## src/pps_defs.vh

```
// Constants for the processor pre-boot sequencer.
// Assumes byte-addressed configuration and flash reads of 32-bit words.
`ifndef PPS_DEFS_VH
`define PPS_DEFS_VH
`define PPS_MODE_IDLE 2'h0
`define PPS_MODE_NONSEC 2'h1
`define PPS_MODE_USEC 2'h2
`define PPS_MODE_FSEC 2'h3
`define PPS_CFG_VEC0 8'h00
`define PPS_CFG_VEC1 8'h04
`define PPS_CFG_VEC2 8'h08
`define PPS_CFG_VEC3 8'h10
`define PPS_CFG_VEC4 8'h14
`define PPS_CFG_PAGE 8'h00
`define PPS_CFG_KEY 8'h04
`define PPS_CFG_CERT 8'h00
`define PPS_CFG_REVEN 8'h04
`define PPS_CERT_ADDR 8'h00
`define PPS_CERT_LEN 8'h04
`define PPS_CERT_VEC 8'h08
`define PPS_CERT_OPT 8'h1C
`define PPS_CERT_VER 8'h20
`define PPS_CERT_SER 8'h28
`define PPS_CERT_HASH 8'h38
`define PPS_CERT_SIG 8'h68
`define PPS_CERT_WORDS 8'h34
`define PPS_OPT_RAISE 0
`endif

```

## src/pps_preboot_seq.v

```verilog
// Pre-boot sequencer between the system controller and processor cores.
// Assumes simple request/valid word reads from the boot configuration and
// the embedded flash, and external engines for copy, hash and signature.
`default_nettype none
`include "pps_defs.vh"

// Behaviour
// Start only after design initialization completes; cores held until done.
// Engineering-sample parts in controller suspend mode skip pre-boot entirely.
// Power flash, init cache repair, authenticate if secure, then hand over.
// Two-bit boot mode: 0 idle, 1 non-secure, 2 user secure, 3 factory.
// Boot mode fixed by programmed configuration, never changed at run time.
// Idle or unconfigured: cores loop in boot ROM; config data ignored.
// Boot vectors held until device reset or new configuration.
// Non-secure mode releases cores at configured vectors, no authentication.
// Non-secure vectors read at offsets 0,4,8,16,20, monitor core first.
// User secure mode copies secure flash code into monitor core memory.
// User secure config: start page at 0, 12-byte key at 4, one key.
// User secure authentication failure may hold cores and raise boot-fail.
// Factory mode reads and validates certificate before loading boot code.
// Good signature releases cores; error holds reset, flags fabric.
// Certificate offsets: address, length, vectors, options, version, serial.
// Non-zero serial binding compared to device serial; mismatch fails.
// With revocation on, versions below the threshold are rejected.
// Option bit 0 raises threshold to certificate version after checks; the code raises it only with revocation on.
// Threshold kept in redundant copies; a torn update leaves old or new.
// Factory config: certificate address at 0, revocation enable at 4.
// Boot-fail flag and held reset stay until next device reset.
module pps_preboot_seq #(
  parameter VEC_W = 32
) (
  input wire clk,
  input wire reset,
  input wire design_init_done,
  input wire es_part,
  input wire suspend_mode,
  input wire mss_configured,
  input wire [1:0] boot_mode_select,
  output reg cfg_rd_req,
  output reg [7:0] cfg_rd_addr,
  input wire cfg_rd_valid,
  input wire [31:0] boot_config_data,
  output reg flash_rd_req,
  output reg [31:0] flash_rd_addr,
  input wire flash_rd_valid,
  input wire [31:0] flash_rd_data,
  input wire [127:0] device_serial,
  output reg flash_power_up,
  input wire flash_ready,
  output reg cache_repair_start,
  input wire cache_repair_done,
  output reg copy_start,
  output reg copy_factory,
  output reg [7:0] secure_code_start_page,
  output reg [95:0] page_access_key,
  input wire copy_done,
  output reg user_auth_start,
  input wire user_auth_done,
  input wire user_auth_fail,
  output reg sig_check_start,
  input wire sig_check_done,
  input wire sig_check_error,
  input wire [63:0] thr_copy_a,
  input wire [63:0] thr_copy_b,
  input wire thr_valid_a,
  input wire thr_valid_b,
  output reg thr_wr_en_a,
  output reg thr_wr_en_b,
  output reg [63:0] thr_wr_data,
  input wire thr_wr_done,
  output reg [VEC_W-1:0] monitor_core_vector,
  output reg [VEC_W-1:0] app_core0_vector,
  output reg [VEC_W-1:0] app_core1_vector,
  output reg [VEC_W-1:0] app_core2_vector,
  output reg [VEC_W-1:0] app_core3_vector,
  output reg [31:0] image_base_address,
  output reg [31:0] image_length,
  output reg boot_rom_loop,
  output reg core_reset,
  output reg boot_fail,
  output reg preboot_done
);

  localparam S_WAIT = 4'h0;
  localparam S_PWR = 4'h1;
  localparam S_REPAIR = 4'h2;
  localparam S_DISPATCH = 4'h3;
  localparam S_CFG = 4'h4;
  localparam S_COPY = 4'h5;
  localparam S_UAUTH = 4'h6;
  localparam S_CERT = 4'h7;
  localparam S_CHECK = 4'h8;
  localparam S_SIG = 4'h9;
  localparam S_THR_A = 4'hA;
  localparam S_THR_B = 4'hB;
  localparam S_RUN = 4'hC;
  localparam S_FAIL = 4'hD;
  localparam S_IDLE = 4'hE;

  reg [3:0] state_q;
  reg [1:0] mode_q;
  reg [2:0] idx_q;
  reg req_q;
  reg [31:0] cert_base_q;
  reg rev_en_q;
  reg [7:0] options_q;
  reg [63:0] version_q;
  reg [127:0] serial_q;
  reg [7:0] cword_q;
  wire [63:0] threshold;
  wire cert_bad;

  // Non-secure vector offsets are not evenly spaced
  function [7:0] vec_offset;
    input [2:0] i;
    begin
      case (i)
        3'h0: vec_offset = `PPS_CFG_VEC0;
        3'h1: vec_offset = `PPS_CFG_VEC1;
        3'h2: vec_offset = `PPS_CFG_VEC2;
        3'h3: vec_offset = `PPS_CFG_VEC3;
        default: vec_offset = `PPS_CFG_VEC4;
      endcase
    end
  endfunction

  // Copy B is written last, so a valid A with a torn B means A is newest
  assign threshold = thr_valid_a ? thr_copy_a :
                     (thr_valid_b ? thr_copy_b : 64'h0);

  assign cert_bad = ((serial_q != 128'h0) && (serial_q != device_serial))
                    || (rev_en_q && (version_q < threshold));

  always @(posedge clk)
  begin
    if (reset)
    begin
      state_q <= S_WAIT;
      mode_q <= `PPS_MODE_IDLE;
      idx_q <= 3'h0;
      req_q <= 1'b0;
      cert_base_q <= 32'h0;
      rev_en_q <= 1'b0;
      options_q <= 8'h00;
      version_q <= 64'h0;
      serial_q <= 128'h0;
      cword_q <= 8'h00;
      cfg_rd_req <= 1'b0;
      cfg_rd_addr <= 8'h00;
      flash_rd_req <= 1'b0;
      flash_rd_addr <= 32'h0;
      flash_power_up <= 1'b0;
      cache_repair_start <= 1'b0;
      copy_start <= 1'b0;
      copy_factory <= 1'b0;
      secure_code_start_page <= 8'h00;
      page_access_key <= 96'h0;
      user_auth_start <= 1'b0;
      sig_check_start <= 1'b0;
      thr_wr_en_a <= 1'b0;
      thr_wr_en_b <= 1'b0;
      thr_wr_data <= 64'h0;
      monitor_core_vector <= {VEC_W{1'b0}};
      app_core0_vector <= {VEC_W{1'b0}};
      app_core1_vector <= {VEC_W{1'b0}};
      app_core2_vector <= {VEC_W{1'b0}};
      app_core3_vector <= {VEC_W{1'b0}};
      image_base_address <= 32'h0;
      image_length <= 32'h0;
      boot_rom_loop <= 1'b0;
      core_reset <= 1'b1;
      boot_fail <= 1'b0;
      preboot_done <= 1'b0;
    end
    else
    begin
      cfg_rd_req <= 1'b0;
      flash_rd_req <= 1'b0;
      cache_repair_start <= 1'b0;
      copy_start <= 1'b0;
      user_auth_start <= 1'b0;
      sig_check_start <= 1'b0;
      case (state_q)
        S_WAIT:
          if (design_init_done)
          begin
            // Mode latched once here; later changes of the input are unseen
            mode_q <= boot_mode_select;
            if (es_part && suspend_mode)
              state_q <= S_IDLE;
            else
            begin
              flash_power_up <= 1'b1;
              state_q <= S_PWR;
            end
          end
        S_PWR:
          if (flash_ready)
          begin
            cache_repair_start <= 1'b1;
            state_q <= S_REPAIR;
          end
        S_REPAIR:
          if (cache_repair_done)
            state_q <= S_DISPATCH;
        S_DISPATCH:
        begin
          idx_q <= 3'h0;
          req_q <= 1'b0;
          if (!mss_configured || mode_q == `PPS_MODE_IDLE)
          begin
            boot_rom_loop <= 1'b1;
            core_reset <= 1'b0;
            preboot_done <= 1'b1;
            state_q <= S_IDLE;
          end
          else
            state_q <= S_CFG;
        end
        S_CFG:
          if (!req_q)
          begin
            cfg_rd_req <= 1'b1;
            req_q <= 1'b1;
            if (mode_q == `PPS_MODE_NONSEC)
              cfg_rd_addr <= vec_offset(idx_q);
            else
              cfg_rd_addr <= {3'h0, idx_q, 2'h0};
          end
          else if (cfg_rd_valid)
          begin
            req_q <= 1'b0;
            idx_q <= idx_q + 3'h1;
            if (mode_q == `PPS_MODE_NONSEC)
            begin
              case (idx_q)
                3'h0: monitor_core_vector <= boot_config_data[VEC_W-1:0];
                3'h1: app_core0_vector <= boot_config_data[VEC_W-1:0];
                3'h2: app_core1_vector <= boot_config_data[VEC_W-1:0];
                3'h3: app_core2_vector <= boot_config_data[VEC_W-1:0];
                default: app_core3_vector <= boot_config_data[VEC_W-1:0];
              endcase
              if (idx_q == 3'h4)
              begin
                core_reset <= 1'b0;
                preboot_done <= 1'b1;
                state_q <= S_RUN;
              end
            end
            else if (mode_q == `PPS_MODE_USEC)
            begin
              case (idx_q)
                3'h0: secure_code_start_page <= boot_config_data[7:0];
                3'h1: page_access_key[31:0] <= boot_config_data;
                3'h2: page_access_key[63:32] <= boot_config_data;
                default: page_access_key[95:64] <= boot_config_data;
              endcase
              if (idx_q == 3'h3)
              begin
                copy_factory <= 1'b0;
                copy_start <= 1'b1;
                state_q <= S_COPY;
              end
            end
            else
            begin
              if (idx_q == 3'h0)
                cert_base_q <= boot_config_data;
              else
              begin
                rev_en_q <= (boot_config_data != 32'h0);
                cword_q <= 8'h00;
                state_q <= S_CERT;
              end
            end
          end
        S_COPY:
          if (copy_done)
          begin
            if (copy_factory)
            begin
              sig_check_start <= 1'b1;
              state_q <= S_SIG;
            end
            else
            begin
              user_auth_start <= 1'b1;
              state_q <= S_UAUTH;
            end
          end
        S_UAUTH:
          if (user_auth_done)
          begin
            if (user_auth_fail)
              state_q <= S_FAIL;
            else
            begin
              core_reset <= 1'b0;
              preboot_done <= 1'b1;
              state_q <= S_RUN;
            end
          end
        S_CERT:
          // Hash and signature words are left to the signature engine
          if (cword_q == `PPS_CERT_WORDS)
            state_q <= S_CHECK;
          else if (!req_q)
          begin
            flash_rd_req <= 1'b1;
            flash_rd_addr <= cert_base_q + {22'h0, cword_q, 2'h0};
            req_q <= 1'b1;
          end
          else if (flash_rd_valid)
          begin
            req_q <= 1'b0;
            cword_q <= cword_q + 8'h01;
            case ({cword_q[5:0], 2'h0})
              `PPS_CERT_ADDR: image_base_address <= flash_rd_data;
              `PPS_CERT_LEN: image_length <= flash_rd_data;
              `PPS_CERT_VEC: monitor_core_vector <= flash_rd_data[VEC_W-1:0];
              8'h0C: app_core0_vector <= flash_rd_data[VEC_W-1:0];
              8'h10: app_core1_vector <= flash_rd_data[VEC_W-1:0];
              8'h14: app_core2_vector <= flash_rd_data[VEC_W-1:0];
              8'h18: app_core3_vector <= flash_rd_data[VEC_W-1:0];
              `PPS_CERT_OPT: options_q <= flash_rd_data[7:0];
              `PPS_CERT_VER: version_q[31:0] <= flash_rd_data;
              8'h24: version_q[63:32] <= flash_rd_data;
              `PPS_CERT_SER: serial_q[31:0] <= flash_rd_data;
              8'h2C: serial_q[63:32] <= flash_rd_data;
              8'h30: serial_q[95:64] <= flash_rd_data;
              8'h34: serial_q[127:96] <= flash_rd_data;
              default: ;
            endcase
          end
        S_CHECK:
          if (cert_bad)
            state_q <= S_FAIL;
          else
          begin
            copy_factory <= 1'b1;
            copy_start <= 1'b1;
            state_q <= S_COPY;
          end
        S_SIG:
          if (sig_check_done)
          begin
            if (sig_check_error)
              state_q <= S_FAIL;
            else if (rev_en_q && options_q[`PPS_OPT_RAISE] &&
                     version_q > threshold)
            begin
              thr_wr_data <= version_q;
              thr_wr_en_a <= 1'b1;
              state_q <= S_THR_A;
            end
            else
            begin
              core_reset <= 1'b0;
              preboot_done <= 1'b1;
              state_q <= S_RUN;
            end
          end
        S_THR_A:
          if (thr_wr_done)
          begin
            thr_wr_en_a <= 1'b0;
            thr_wr_en_b <= 1'b1;
            state_q <= S_THR_B;
          end
        S_THR_B:
          if (thr_wr_done)
          begin
            thr_wr_en_b <= 1'b0;
            core_reset <= 1'b0;
            preboot_done <= 1'b1;
            state_q <= S_RUN;
          end
        S_FAIL:
        begin
          core_reset <= 1'b1;
          boot_fail <= 1'b1;
        end
        S_RUN: ;
        S_IDLE: ;
        default: state_q <= S_WAIT;
      endcase
    end
  end

endmodule // pps_preboot_seq
`default_nettype wire

```

## config.mk

```make
export PLATFORM = sky130hd
export DESIGN_NAME = pps_preboot_seq
export DESIGN_NICKNAME = d
export VERILOG_FILES = /design/src/pps_preboot_seq.v
export VERILOG_INCLUDE_DIRS = /design/src
export SDC_FILE = /design/constraint.sdc
export NUM_CORES = 2
export LEC_CHECK = 0
export ABC_AREA = 1
export BUFFER_PORTS_ARGS = -buffer_cell sky130_fd_sc_hd__buf_4
export CAP_MARGIN = 20
export CORE_AREA = 3 3 303 305
export CTS_CLUSTER_DIAMETER = 40
export DETAILED_ROUTE_END_ITERATION = 6
export DIE_AREA = 0 0 306 308
export SLEW_MARGIN = 30
export SYNTH_ARGS = -nofsm -noshare
export SYNTH_HDL_FRONTEND = slang
export SYNTH_SLANG_ARGS = --single-unit
```

## constraint.sdc

```tcl
create_clock -name clk -period 5.75 [get_ports clk]
set_clock_uncertainty 0.15 [all_clocks]
set_input_delay 0.2875 -clock clk [delete_from_list [all_inputs] [get_ports clk]]
set_output_delay 0.2875 -clock clk [all_outputs]
set_load 0.05 [all_outputs]
```

== Word-level counts from Yosys, hierarchy flattened ==
Index checks and enable logic that the tools add are counted.

* Word-level logic and storage cells: 337
* Register bits after elaboration: 690
* Output and inout port bits: 446
* Input port bits: 340

* Bitwise gates (word level): 14
* $lt $le $gt $ge: 2
* Equal/unequal tests: 74
* Muxes and demuxes: 138
* Add/sub/neg operators: 3
* Reductions and logical operators: 64

{| class="wikitable"
|+ Operators with widths
! operator !! number
|-
| 32-bit two-way mux || 40
|-
| 32-bit case mux with 2 select lines || 5
|-
| 64-bit two-way mux || 2
|-
| 128-bit inequality test || 1
|-
| 128-bit nonzero test || 1
|-
| 4-bit two-way mux || 20
|-
| 8-bit two-way mux || 9
|-
| 2-bit inequality test, second input constant || 36
|-
| 64-bit > comparator || 1
|-
| 64-bit less-than comparator || 1
|-
| 9-bit AND reduction || 6
|-
| 4-bit case mux with 13 select lines || 1
|-
| 5-bit AND reduction || 10
|-
| 1-bit two-way mux || 47
|-
| 6-bit by 4-bit == test with 1-bit output, second input constant || 6
|-
| 6-bit AND reduction || 6
|-
| 32-bit by 10-bit adder with 32-bit output || 1
|-
| 32-bit nonzero test || 1
|-
| 4-bit == test, second input constant || 7
|-
| 6-bit by 3-bit == test with 1-bit output, second input constant || 4
|-
| 12-bit AND reduction || 2
|-
| 5-bit case mux with 4 select lines || 1
|-
| 4-bit by 3-bit == test with 1-bit output, second input constant || 4
|-
| 8-bit case mux with 2 select lines || 1
|-
| other kinds (40) || 82
|}

== Logic depth before layout (Yosys ltp) ==
* Word-level depth: 8
* Mapped depth: 24
* Mapped depth without buffers: 24

== Worst setup path before layout ==
Ideal clock, no wire load.

* Path type: input-to-reg
* Start point: input thr_valid_a
* End point: register thr_wr_data[54]
* Stages: 19
* Data arrival time: 2.638 ns
* Slack: 2.834 ns
* Required time: 5.472 ns
* Path buffers: 5
* Setup time: 0.128 ns
* Cell sequence: clkbuf_1 > clkbuf_1 > a22oi_1 > ha_1 > nand2_1 > inv_1 > nand3_1 > nor2_1 > and3_1 > nand2_1 > inv_1 > nand2_1 > nand2_1 > nand4_1 > buf_2 > buf_4 > buf_2 > a21oi_1 > nor2_1

* Longest elaborated chain between the ends: 4

{| class="wikitable"
|+ Ends and longest elaborated chain
! item !! RTL line !! RTL
|-
| start, declared || pps_preboot_seq.v:65 || <nowiki>input wire thr_valid_a,</nowiki>
|-
| 64-bit two-way mux || pps_preboot_seq.v:128 || <nowiki>assign threshold = thr_valid_a ? thr_copy_a :</nowiki>
|-
| 64-bit > comparator || pps_preboot_seq.v:350 || <nowiki>version_q > threshold)</nowiki>
|-
| 1-bit logical AND || pps_preboot_seq.v:349 || <nowiki>else if (rev_en_q && options_q[`PPS_OPT_RAISE] &&</nowiki>
|-
| 4-bit AND reduction (no line) || -- ||
|-
| end signal, assigned || pps_preboot_seq.v:352 || <nowiki>thr_wr_data <= version_q;</nowiki>
|-
| end, declared || pps_preboot_seq.v:69 || <nowiki>output reg [63:0] thr_wr_data,</nowiki>
|}

Every way passes these cells.
A chain may end at the register's enable or synchronous reset.

== Worst setup path after layout ==
* Start point: input thr_valid_a
* End point: register thr_wr_data[61]

The elaborated chain is that of the path after synthesis.

==> qor_table.md <==
| Item | This run |
| --- | --- |
| Run status | finished clean |
| Fillers | 8935 |
| Cell internal power dissipation | 0.0107 W |
| Net switching fraction of the power | 32.9% |
| Worst setup SP type | input port |
| Crit end category | flop |
| Vert. Die Dim | 308 um |
| Leading cell types by total area after synthesis | sky130_fd_sc_hd__dfxtp_1, sky130_fd_sc_hd__a21oi_1, sky130_fd_sc_hd__o21ai_0 |
| Die Span X | 306 um |
| Number of top-level pins | 786 |
| Most utilized layer in the global route result | met2 |
| Portion of total power attributed to sequential cells | 33.6% |
| Portion of the post-synthesis area used by sequential elements | 46.0% |
| Root buffer selected by CTS | sky130_fd_sc_hd__clkbuf_16 |
| Net load switching power | 0.00525 W |
| Global Route met2 Usage | 43.2% |
| Core Footprint | 89600 sq um |
| Maximum fanout encountered on the critical timing path | 127 |
| Hold/Removal Path Class | input port to flop |
| Finished layout cell area | 41200 sq um |
| Detailed-route via count | 29400 |
| Clock tree from TritonCTS | yes |
| Via count of the first global-routing pass | 27300 |
| WP data arrival | 3850 ps |
| All-Layer GR Usage | 26.5% |
| Post-cts gate resize count | 0 |
| Max VDD drop | 0.379 mV |
| Total area of sequential cells | 13700 sq um |
| Clock power share | 44.8% |
| Final routed wirelength across all metal layers | 131 mm |
| P&R area growth vs syn | 38.2% |
| Unrepaired setup endpoints after global routing | false |
| Synthesized area | 29800 sq um |
| Register-to-Register Setup Slack | 2570 ps |
| Post-DP HPWL | 97.3 mm |
| Worst-Margin Slew | 972 ps |
| Reg-to-Reg Start | cword_q[1] |
| Number of unique standard cell types used by synthesis | 52 |
| Path type of the worst setup path | input port to flop |
| DRC Markers | 0 |
| Via-per-instance ratio | 4.99 |
| Time the final worst path needs with I/O delays and setup | 3490 ps |
| Buffer levels on the longest clock path | 3 |
| Starting DRT DRC Count | 2634 |
| Number of instances in the synthesized netlist | 3837 |
| Final GP Congestion | 0.879 |
| Leakage power of the design | 17.8 nW |
| Total number of placement rows | 110 |
| Leading area contributor after synthesis | sky130_fd_sc_hd__dfxtp_1 |
| Proportion of layout cells with a drive suffix above 1 | 22.6% |
| Worst max-slew margin expressed relative to the limit | 34.5% |
| Sum Neg Setup Slack | 0 ps |
| Final worst-path cycle share | 60.8% |
| Number of buffers created by CTS | 111 |
| Total number of yosys warnings | 0 |
| Logic pwr share | 21.6% |
| Later-pin clock latency in the skew report | 690 ps |
| Max-capacitance violation count | 0 |
| Cell depth of the worst flop-to-flop path | 14 |
| Endpoint of the most critical setup path | thr_wr_data[61] |
| Quantity of I/O buffers inserted on ports | 780 |
| GRT Residual Overflow | 0 |
| Total of endpoints with negative setup slack in the final report | 0 |
| Number of antenna violations at the first check in global routing | 13 |
| Post-synthesis average cell area | 7.77 sq um |
| Area of the multi-input gates | 13400 sq um |
| Post-DR wirelength/cell | 22.2 um |
| GR met3 Demand/Resource | 5.08% |
| Setup fix buffers added after clock tree synthesis | 0 |
| Power Density | 387 nW/um^2 |
| Full die area | 94200 sq um |
| Area share of the leading cell type in the synthesized netlist | 46.0% |
| Pin count of the biggest net entering global routing | 215 |
| Met1 Track Usage GR | 34.4% |
| Final Hold Viols | 0 |
| # hold bufs at CTS | 80 |
| Wire length of the first global-routing pass | 186 mm |
| Clock edge transition at the registers on the reported setup and hold paths | 60 ps |
| Final ANT Viol Nets | 0 |
| Origin of the worst setup path | thr_valid_a |
| Number of clock sinks seen by CTS | 685 |
| Initial core utilization | 33.3% |
| Post-route insts no fill | 5892 |
| Worst reg2reg endpoint | flash_rd_addr[18] |
| Fin. max-slew vios | 0 |
| Pre-antenna DRT Iters | 5 |
| Required arrival time at the worst endpoint | 6100 ps |
| Max frequency | 286 MHz |
| Final nets | 5037 |
| Synthesis-stage register bit count | 685 |
| H-tree levels | 3 |
| Placed Area | 36300 sq um |
| Cell total after placement | 5593 |
-- synth_stat cells (all sizes together) --
master     n
a21oi    689
dfxtp    685
o21ai    637
inv      451
nand2    383
nor2     296
clkbuf   124
xnor2    111
buf      102
ha        85
a22oi     63
nor4      40
nand3     39
nand4     33
nor3      21
or2       12
o211ai    11
o21a      11
xor2       8
a31oi      6
o2111ai    6
clkinv     5
a211oi     3
o221ai     3
o31ai      3
a2111oi    2
a21o       2
a21boi     1
a22o       1
and3       1
conb       1
fa         1
nor3b      1
-- flip-flops by register name (all words and copies together), names as in the netlist, 32 cells and up --
name	cells
app_core3_vector	32
serial_q	128
app_core0_vector	32
image_length	32
thr_wr_data	64
page_access_key	96
app_core2_vector	32
monitor_core_vector	32
cert_base_q	32
version_q	64
image_base_address	32
flash_rd_addr	32
app_core1_vector	32
-- power groups by stage --
| stage | clock network, W | logic [W] | registers [W] |
|---|---|---|---|
| after floorplan | 0 | 0.000917 | 0.00661 |
| after global placement | 0 | 0.00338 | 0.00544 |
| after detailed placement | 0 | 0.00339 | 0.00545 |
| after CTS | 0.00726 | 0.00345 | 0.00535 |
| after global routing | 0.00747 | 0.00364 | 0.00539 |
| final | 0.00715 | 0.00345 | 0.00536 |
-- layer usage --
| layer | routed length, um | vias up |
|---|---|---|
| met4 | 5280 | 2 |
| met1 | 55700 | 13700 |
| li1 | - | 14500 |
| met2 | 60300 | 1015 |
| met5 | 12 | - |
| met3 | 9360 | 222 |
-- critical path, stage by stage --
cell and delay [ps]:
sky130_fd_sc_hd__buf_4 110, sky130_fd_sc_hd__inv_1 40, sky130_fd_sc_hd__nand2_1 50, sky130_fd_sc_hd__inv_2 410
sky130_fd_sc_hd__buf_4 470, sky130_fd_sc_hd__a22oi_1 140, sky130_fd_sc_hd__ha_1 330, sky130_fd_sc_hd__a21oi_1 130
sky130_fd_sc_hd__o21a_1 130, sky130_fd_sc_hd__nand2_1 40, sky130_fd_sc_hd__nand2_1 50, sky130_fd_sc_hd__nand2_1 50
sky130_fd_sc_hd__a21oi_1 260, sky130_fd_sc_hd__nand2_1 140, sky130_fd_sc_hd__nand4_1 110, sky130_fd_sc_hd__buf_6 700
sky130_fd_sc_hd__nor2_1 90, sky130_fd_sc_hd__a21oi_1 150, sky130_fd_sc_hd__nor2_1 60
-- through the flow --
step	setup WS [ps]	power, W	hold WS (ps)	util [%]
after floorplan	2830	0.00753	278	-
after global placement	1480	0.00882	283	40.5
after detailed placement	1610	0.00884	287	40.5
after CTS	2330	0.0161	10.9	46.0
after global routing	1930	0.0165	53.6	46.0
final	2260	0.0160	83.9	46.0
-- how the worst min path moves through the flow --
stage                    startpoint                    to  slack, ps  depth (start not counted)
3_5_place_dp   app_core3_vector[30]  app_core3_vector[30]        290                          2
2_1_floorplan           flash_ready    cache_repair_start        280                          2
4_1_cts        boot_config_data[20]   page_access_key[20]         10                          3
3_3_place_gp    app_core0_vector[7]   app_core0_vector[7]        280                          2
5_1_grt        boot_config_data[14]   page_access_key[14]         50                          3
6_report       boot_config_data[14]   page_access_key[14]         80                          3
-- cells by family after synthesis --
kind of cell | synth area share (%)
simple gates | 12.2
fa+ha+maj | 3.63
xor+xnor | 3.49
buf+inv | 9.35
flops | 46.0
compound gates | 25.4
other cells | 0.0126
-- placed cells by master (no fill, tap or decap), drive strengths merged, types with 2 or more instances in the layout --
cell	netlist	routed
o21ai	637	637
clkinvlp	0	9
o211ai	11	11
o221ai	3	3
inv	451	469
nand3	39	39
a21o	2	2
xnor2	111	111
nand4	33	33
o2111ai	6	6
clkbuf	124	145
nor3	21	21
a21oi	689	689
ha	85	85
dfxtp	685	685
diode	0	11
dlygate4sd3	0	80
buf	102	802
nand2	383	383
a31oi	6	6
clkinv	5	25
o21a	11	11
a211oi	3	3
o31ai	3	3
a2111oi	2	2
bufinv	0	16
nor2	296	296
xor2	8	8
or2	12	12
nor4	40	40
conb	1	5
a22oi	63	63
-- area by class of cell --
cell class                 instances  area share [%]
clock buffer                     144            7.60
timing repair buffer             883            16.7
tap                             1176            3.57
clock inverter                    63            2.23
antenna                           11          0.0668
multi-input combinational       2474            32.4
inverter                         456            4.17
sequential                       685            33.3
Note: power is estimated with default switching activity, not from simulation.
